`src/logic/bcd_pkg.sv`:
```
package bcd_pkg;

  // ****************************************
  // Register map
  // ****************************************
  localparam logic [11:0] CAP_HEAD_OFFSET = 12'h034;
  localparam logic [11:0] BRIDGE_CTRL_OFFSET = 12'h03C;
  localparam logic [31:0] CAP_HEAD_RESET = 32'h00000080;
  localparam logic [7:0] CAP_HEAD_VALUE = 8'h80;
  localparam logic [31:0] BRIDGE_CTRL_RESET = 32'h000000FF;

  // ****************************************
  // Field positions in bridge control
  // ****************************************
  localparam int TIMER_SEL_BIT = 25;
  localparam int DISCARD_STAT_BIT = 26;
  localparam int DISCARD_MSG_EN_BIT = 27;
  localparam logic [7:0] INT_LINE_RESET = 8'hFF;

  // ****************************************
  // Discard timer counts in PCI clocks
  // ****************************************
  localparam logic [15:0] TIMER_LONG_COUNT = 16'h8000;
  localparam logic [15:0] TIMER_SHORT_COUNT = 16'h0400;

  // Severity codes of the upstream error message
  typedef enum logic [1:0] {
    BCD_MSG_NONFATAL = 2'h1,
    BCD_MSG_FATAL = 2'h2
  } bcd_msg_t;

  // Configuration access carried as one group
  typedef struct packed {
    logic rd;
    logic wr;
    logic [11:0] addr;
    logic [3:0] be;
    logic [31:0] wdata;
  } bcd_cfg_req_t;

endpackage

```
`src/logic/bcd_discard_timer.sv`:
```
`timescale 1ns/1ps
module bcd_discard_timer (
  input wire logic clock_in,
  input wire logic srst_in,
  input wire logic pci_clk_tick_in,
  input wire logic start_in,
  input wire logic repeat_in,
  input wire logic short_sel_in,
  output logic expire_out
);

  logic [15:0] count;
  logic running;
  logic [15:0] limit;

  // Limit picked by the select bit, sampled each cycle
  assign limit = short_sel_in ? bcd_pkg::TIMER_SHORT_COUNT : bcd_pkg::TIMER_LONG_COUNT;

  // Counter of PCI clocks while a completion waits at the queue head
  always_ff @(posedge clock_in) begin
    if (srst_in || repeat_in || expire_out) begin
      running <= 1'b0;
      count <= 16'h0000;
    end else if (start_in) begin
      running <= 1'b1;
      count <= 16'h0000;
    end else if (running && pci_clk_tick_in) begin
      count <= count + 16'h0001;
    end
  end

  // Expiry pulse when the master failed to repeat in time
  always_ff @(posedge clock_in) begin
    if (srst_in) begin
      expire_out <= 1'b0;
    end else begin
      expire_out <= running && !repeat_in && !expire_out && pci_clk_tick_in &&
                    (count + 16'h0001 >= limit);
    end
  end

endmodule

```
`src/logic/bcd_bridge_regs.sv`:
```
`timescale 1ns/1ps
// Operation
// Capability pointer low byte reads fixed 0x80, read only.
// Discard enable and status act only in conventional PCI mode.
// Enable set and timer expiry discard send an error message upstream.
// Message is nonfatal by default; fatal only when advanced reporting exists.
// Enable clear sends no message, unless unmasked advanced reporting asks.
// Status flag sets when the timer expires and a completion is dropped.
// Status flag resets to 0 and clears on software write of one.
// Timer counts 2^15 PCI clocks with select 0, 2^10 with select 1.
// Master must repeat before expiry, else transaction deleted and flagged.
// Reserved bits read zero and ignore writes.
module bcd_bridge_regs #(
  parameter bit AER_PRESENT = 1'b1
) (
  input wire logic clock_in,
  input wire logic srst_in,
  input wire bcd_pkg::bcd_cfg_req_t cfg_req_in,
  input wire logic pcix_mode_in,
  input wire logic pci_clk_tick_in,
  input wire logic dt_at_head_in,
  input wire logic dt_repeat_in,
  input wire logic aer_fatal_sel_in,
  input wire logic aer_discard_mask_in,
  output logic [31:0] cfg_rdata_out,
  output logic cfg_ack_out,
  output logic dt_discard_out,
  output logic err_msg_valid_out,
  output bcd_pkg::bcd_msg_t err_msg_type_out,
  output logic secondary_timer_select_out
);

  // ****************************************
  // Decoding helpers
  // ****************************************

  // Full offset compare; a partial decode would alias other header words
  function automatic logic hit_offset(input logic [11:0] addr, input logic [11:0] offset);
    return addr == offset;
  endfunction

  // Write strobe for one byte lane of the control word
  function automatic logic lane_write(input bcd_pkg::bcd_cfg_req_t req, input int lane);
    return req.wr && hit_offset(req.addr, bcd_pkg::BRIDGE_CTRL_OFFSET) && req.be[lane];
  endfunction

  // ****************************************
  // Register state
  // ****************************************
  logic discard_error_msg_enable;
  logic discard_status;
  logic secondary_timer_select;
  logic [7:0] int_line;

  // Decoded request and timer events
  logic expire;
  logic pci_mode;
  logic hit_cap;
  logic hit_ctrl;
  logic wr_lane3;
  logic wr_lane0;
  logic status_clear;
  logic timer_start;
  logic discard_now;
  logic msg_wanted;
  logic [31:0] next_rdata;

  // ****************************************
  // Request decoding
  // ****************************************

  // PCI-X mode turns the discard machinery off entirely
  assign pci_mode = !pcix_mode_in;

  // Address hits for the read mux; the write path decodes its own hit through lane_write
  assign hit_cap = hit_offset(cfg_req_in.addr, bcd_pkg::CAP_HEAD_OFFSET);
  assign hit_ctrl = hit_offset(cfg_req_in.addr, bcd_pkg::BRIDGE_CTRL_OFFSET);

  // Lane 3 carries the discard fields, lane 0 the interrupt line
  assign wr_lane3 = lane_write(cfg_req_in, 3);
  assign wr_lane0 = lane_write(cfg_req_in, 0);

  // Write one to clear; a zero in the status bit leaves it alone
  assign status_clear = wr_lane3 && cfg_req_in.wdata[bcd_pkg::DISCARD_STAT_BIT];

  // ****************************************
  // Discard timer
  // ****************************************

  // A completion reaching the head only arms the timer in conventional mode
  assign timer_start = dt_at_head_in && pci_mode;

  // Select is read every cycle, so a change moves the limit of a running count
  // Repeat from the master stops the count; only a new head arrival restarts it
  bcd_discard_timer u_timer (
    .clock_in(clock_in),
    .srst_in(srst_in),
    .pci_clk_tick_in(pci_clk_tick_in),
    .start_in(timer_start),
    .repeat_in(dt_repeat_in),
    .short_sel_in(secondary_timer_select),
    .expire_out(expire)
  );

  // Expiry only counts while the secondary side is in conventional mode
  assign discard_now = expire && pci_mode;

  // Enable bit or, with advanced reporting, a clear mask asks for a message
  assign msg_wanted = discard_error_msg_enable ||
                      (AER_PRESENT && !aer_discard_mask_in);

  // ****************************************
  // Control fields
  // ****************************************

  // Error message enable, byte lane 3
  always_ff @(posedge clock_in) begin
    if (srst_in) begin
      discard_error_msg_enable <= 1'b0;
    end else if (wr_lane3) begin
      discard_error_msg_enable <= cfg_req_in.wdata[bcd_pkg::DISCARD_MSG_EN_BIT];
    end
  end

  // Timer length select, byte lane 3
  always_ff @(posedge clock_in) begin
    if (srst_in) begin
      secondary_timer_select <= 1'b0;
    end else if (wr_lane3) begin
      secondary_timer_select <= cfg_req_in.wdata[bcd_pkg::TIMER_SEL_BIT];
    end
  end

  // Interrupt line byte, plain storage for software
  always_ff @(posedge clock_in) begin
    if (srst_in) begin
      int_line <= bcd_pkg::INT_LINE_RESET;
    end else if (wr_lane0) begin
      int_line <= cfg_req_in.wdata[7:0];
    end
  end

  // Sticky status; a fresh expiry beats a same-cycle clear
  always_ff @(posedge clock_in) begin
    if (srst_in) begin
      discard_status <= 1'b0;
    end else if (discard_now) begin
      discard_status <= 1'b1;
    end else if (status_clear) begin
      discard_status <= 1'b0;
    end
  end

  // ****************************************
  // Upstream error message
  // ****************************************

  // Discard pulse, one cycle per deleted transaction
  always_ff @(posedge clock_in) begin
    if (srst_in) begin
      dt_discard_out <= 1'b0;
    end else begin
      dt_discard_out <= discard_now;
    end
  end

  // Message pulse, in the same cycle as the discard pulse
  always_ff @(posedge clock_in) begin
    if (srst_in) begin
      err_msg_valid_out <= 1'b0;
    end else begin
      err_msg_valid_out <= discard_now && msg_wanted;
    end
  end

  // Severity; without advanced reporting the fatal select is ignored
  always_ff @(posedge clock_in) begin
    if (srst_in) begin
      err_msg_type_out <= bcd_pkg::BCD_MSG_NONFATAL;
    end else if (AER_PRESENT && aer_fatal_sel_in) begin
      err_msg_type_out <= bcd_pkg::BCD_MSG_FATAL;
    end else begin
      err_msg_type_out <= bcd_pkg::BCD_MSG_NONFATAL;
    end
  end

  // ****************************************
  // Read path
  // ****************************************

  // Read mux; reserved, unmapped and left-out bits read zero
  always_comb begin
    next_rdata = 32'h00000000;
    if (hit_cap) begin
      next_rdata[7:0] = bcd_pkg::CAP_HEAD_VALUE;
    end else if (hit_ctrl) begin
      next_rdata[7:0] = int_line;
      next_rdata[bcd_pkg::DISCARD_MSG_EN_BIT] = discard_error_msg_enable;
      next_rdata[bcd_pkg::DISCARD_STAT_BIT] = discard_status;
      next_rdata[bcd_pkg::TIMER_SEL_BIT] = secondary_timer_select;
    end
  end

  // Read data, zero outside a read so stale words never show
  always_ff @(posedge clock_in) begin
    if (srst_in) begin
      cfg_rdata_out <= 32'h00000000;
    end else begin
      cfg_rdata_out <= cfg_req_in.rd ? next_rdata : 32'h00000000;
    end
  end

  // Acknowledge one cycle after any access, refused writes included
  always_ff @(posedge clock_in) begin
    if (srst_in) begin
      cfg_ack_out <= 1'b0;
    end else begin
      cfg_ack_out <= cfg_req_in.rd || cfg_req_in.wr;
    end
  end

  // Registered copy of the select for logic on the secondary side
  always_ff @(posedge clock_in) begin
    if (srst_in) begin
      secondary_timer_select_out <= 1'b0;
    end else begin
      secondary_timer_select_out <= secondary_timer_select;
    end
  end

endmodule

```
`config.mk`:
```
export PLATFORM = sky130hd
export DESIGN_NAME = bcd_bridge_regs
export DESIGN_NICKNAME = d
export VERILOG_FILES = /design/src/logic/bcd_pkg.sv /design/src/logic/bcd_discard_timer.sv /design/src/logic/bcd_bridge_regs.sv
export SDC_FILE = /design/constraint.sdc
export NUM_CORES = 1
export LEC_CHECK = 0
export BUFFER_PORTS_ARGS = -buffer_cell sky130_fd_sc_hd__buf_4
export CAP_MARGIN = 40
export CORE_MARGIN = 4
export CORE_UTILIZATION = 40
export CTS_CLUSTER_SIZE = 40
export DETAILED_ROUTE_END_ITERATION = 10
export GPL_ROUTABILITY_DRIVEN = 0
export PLACE_DENSITY = 0.78
export REMOVE_ABC_BUFFERS = 1
export SLEW_MARGIN = 20
export SYNTH_ARGS = -nofsm -noshare
export SYNTH_HDL_FRONTEND = slang
export SYNTH_HIERARCHICAL = 1
export SYNTH_SLANG_ARGS = --single-unit
```
`constraint.sdc`:
```
create_clock -name clock_in -period 2.5 [get_ports clock_in]
set_input_delay 0.5 -clock clock_in [delete_from_list [all_inputs] [get_ports clock_in]]
set_output_delay 0.5 -clock clock_in [all_outputs]
set_load 0.01 [all_outputs]
```
==> results.md <==
- Post-CTS sizing: 0
- Grt ovf: 0
- Commonest non-fill, non-tap cell in the layout: buf_4
- Core area: 0.00547 mm2
- Initial Util: 41.2%
- Final count of negative-setup-slack endpoints: 0
- Peak supply drop: 0.000214 V
- Root buffer cell: clkbuf_8
- Slack of the critical path: 0.180 ns
- Final hold vios: 0
- Final slew viol count: 0
- Top cell family by delay on the critical path: simple AND/OR/NAND/NOR gates
- Gr usage total: 13.5%
- Max_cap viols: 0
- Fin nets: 362
- Crit path buf inv count: 0
- DRC: 0
- Sw Pwr: 0.301 mW
- I/O Pins: 96
- Initial antenna violation count: 0
- Setup total negative slack: 0 ns
- Die W: 83.0 um
- Longest Clk Path Bufs: 2
- Area grow syn2layout: 21.3%
- Initial drt markers: 138
- FF+latch count, synth: 46
- Most frequent cells in the layout: 56 x buf_4, 46 x dfxtp_1, 36 x nor2_1
- Ys async rst share: 0%
- Mapped Area: 0.00225 mm2
- Register area share after synthesis: 40.9%
- Clock slew at reported path FFs: 0.08 ns
- Post-Syn Instances: 251
- Sequential fraction of design power: 53.3%
- Antenna cells: 0
- CP peak stage delay: 0.44 ns
- Leak Pwr: 1.14 nW
- Final ANT Viol Nets: 0
- Clk sinks: 46
- Hold-fix buffers, CTS: 0
- Max transition margin: 57.4%
- Drt pass-1 iters: 4
- Synth unique cells: 48
- Layout cells sized above 1: 27.8%
- CTS tree: yes
- Final WL: 4540 um
- Setup Crit Path Kind: flop to flop
- Post-CTS Setup Repair Bufs: 0
- # port buffers: 51
- Overall Power: 1.38 mW
- Post-synth top flop: dfxtp_1
- Startpoint Class: flop
- Hold Crit Class: input port to flop
- DP Worst Slack: 0.194 ns
- Global-route wire length before repair: 7780 um
- Fmax: 431 MHz
- Power per Cell Area: 506 mW/mm2
- Slowest-stage cell, CP: dfxtp_1
- Via Count: 1765
- Least-Margin Pin Slew: 0.639 ns
- Wire length per cell: 12.1 um
- EDFF count, synth: 0
- Internal power: 1.08 mW
- Status: complete, no violations
- Vias per cell: 4.72
- Die H: 83.0 um
- Min Tclk post-route: 2.32 ns
- DP Wirelength: 3460 um
- Largest net degree at the start of global routing: 28
- Clock Latency Late Sink: 0.30 ns
- Critical Path AT: 2.51 ns
- TritonCTS buffer count: 5
- H-tree depth: 2
- Vias in the first global route: 1775
- Clock share of power: 39.8%
- Die area: 0.00689 mm2
- Worst-path cell chain: and3_4 > nand2_1 > nor3_1 > xor2_1 > ha_1 > nor4b_1 > a31oi_1 > a31oi_1 > a31oi_1 > a41o_1
- Site Rows: 27
- Final worst-path cycle share: 92.8%
- Avg Cell Area, Syn: 8.97 um2
- Worst Clk Skew: 0.00773 ns
- Worst setup EP type: flop
- Combinational power share: 6.9%
- CP Max Fanout: 7
- Crit path required time: 2.69 ns
- Yosys warning total: 6
- RSZ-0062 raised after global routing: false
- Top cell by count, worst path: a31oi_1
- Sw Ratio: 21.8%
cell families after synthesis:
logic type	Yosys count	synth area share, %
compound gates	21	6.06
fa+ha+maj	3	1.67
other cells	1	0.167
simple gates	104	27.3
mux	10	4.50
buf+inv	47	12.0
xor+xnor	19	7.39
flops	46	40.9
routing by layer:
metal,track usage [%],share of wire [%],wire [um]
met5,0,0,0
met4,6.54,2.8,127
met3,3.87,6.5,297
met1,15.3,42,1890
met2,23.2,49,2220
per-stage QoR:
stage / std cells / instance area [um2] / hold WS, ns / utilization [%]
after floorplan: 238 / 2110 / 0.417 / -
after global placement: 366 / 2620 / 0.426 / 47.9
after detailed placement: 366 / 2620 / 0.429 / 47.9
after CTS: 374 / 2730 / 0.363 / 49.9
after global routing: 374 / 2730 / 0.363 / 49.9
final: 374 / 2730 / 0.372 / 49.9
cell usage after synthesis (all sizes together) (6+ instances only):
| cell | count | share of area [%] |
|---|---|---|
| dfxtp | 46 | 41 |
| nor2 | 36 | 6.0 |
| buf | 27 | 8.7 |
| nor3 | 16 | 5.6 |
| inv | 13 | 2.2 |
| nand2 | 12 | 2.1 |
| xnor2 | 11 | 4.3 |
| mux2i | 9 | 4.0 |
| nand3 | 8 | 2.3 |
| xor2 | 8 | 3.1 |
| clkbuf | 6 | 1.0 |
state kept, by name, summed over array words and instances, names as in the netlist:
name                        count
u_timer/expire_out              1
discard_error_msg_enable        1
u_timer/count                  16
secondary_timer_select_out      1
err_msg_valid_out               1
err_msg_type_out                2
u_timer/running                 1
cfg_rdata_out                  11
dt_discard_out                  1
discard_status                  1
secondary_timer_select          1
cfg_ack_out                     1
int_line                        8
worst paths after layout:
check,from,slack [ns],end,cells past startpoint
hold reg to reg,int_line[0],0.44,cfg_rdata_out[0],2
setup reg to reg,u_timer/count[4],0.18,u_timer/expire_out,10
hold / removal,cfg_req_in[26],0.37,discard_status,2
setup / recovery,u_timer/count[4],0.18,u_timer/expire_out,10
worst register-to-register path, stage by stage (launching register included):
cell and delay (ns):
dfxtp_1 0.44, and3_4 0.26, nand2_1 0.11, nor3_1 0.25, xor2_1 0.11, ha_1 0.22, nor4b_1 0.27, a31oi_1 0.07
a31oi_1 0.15, a31oi_1 0.12, a41o_1 0.22
power groups by stage:
stage	Clock [mW]	Combinational (mW)	Sequential (mW)
after floorplan	0	0.0355	0.755
after global placement	0	0.0943	0.754
after detailed placement	0	0.0949	0.754
after CTS	0.567	0.0950	0.737
after global routing	0.598	0.104	0.737
final	0.550	0.0946	0.737
final cells by class:
type / count / area, um2
clock buffers: 5 / 68.8
clock inverters: 3 / 43.8
fillers: 531 / 2740
inverters: 14 / 52.6
multi-input cells: 178 / 1140
flip-flops and latches: 46 / 921
well taps: 72 / 90.1
repair buffers: 56 / 420
No activity file was read; power rests on OpenSTA's default activity.
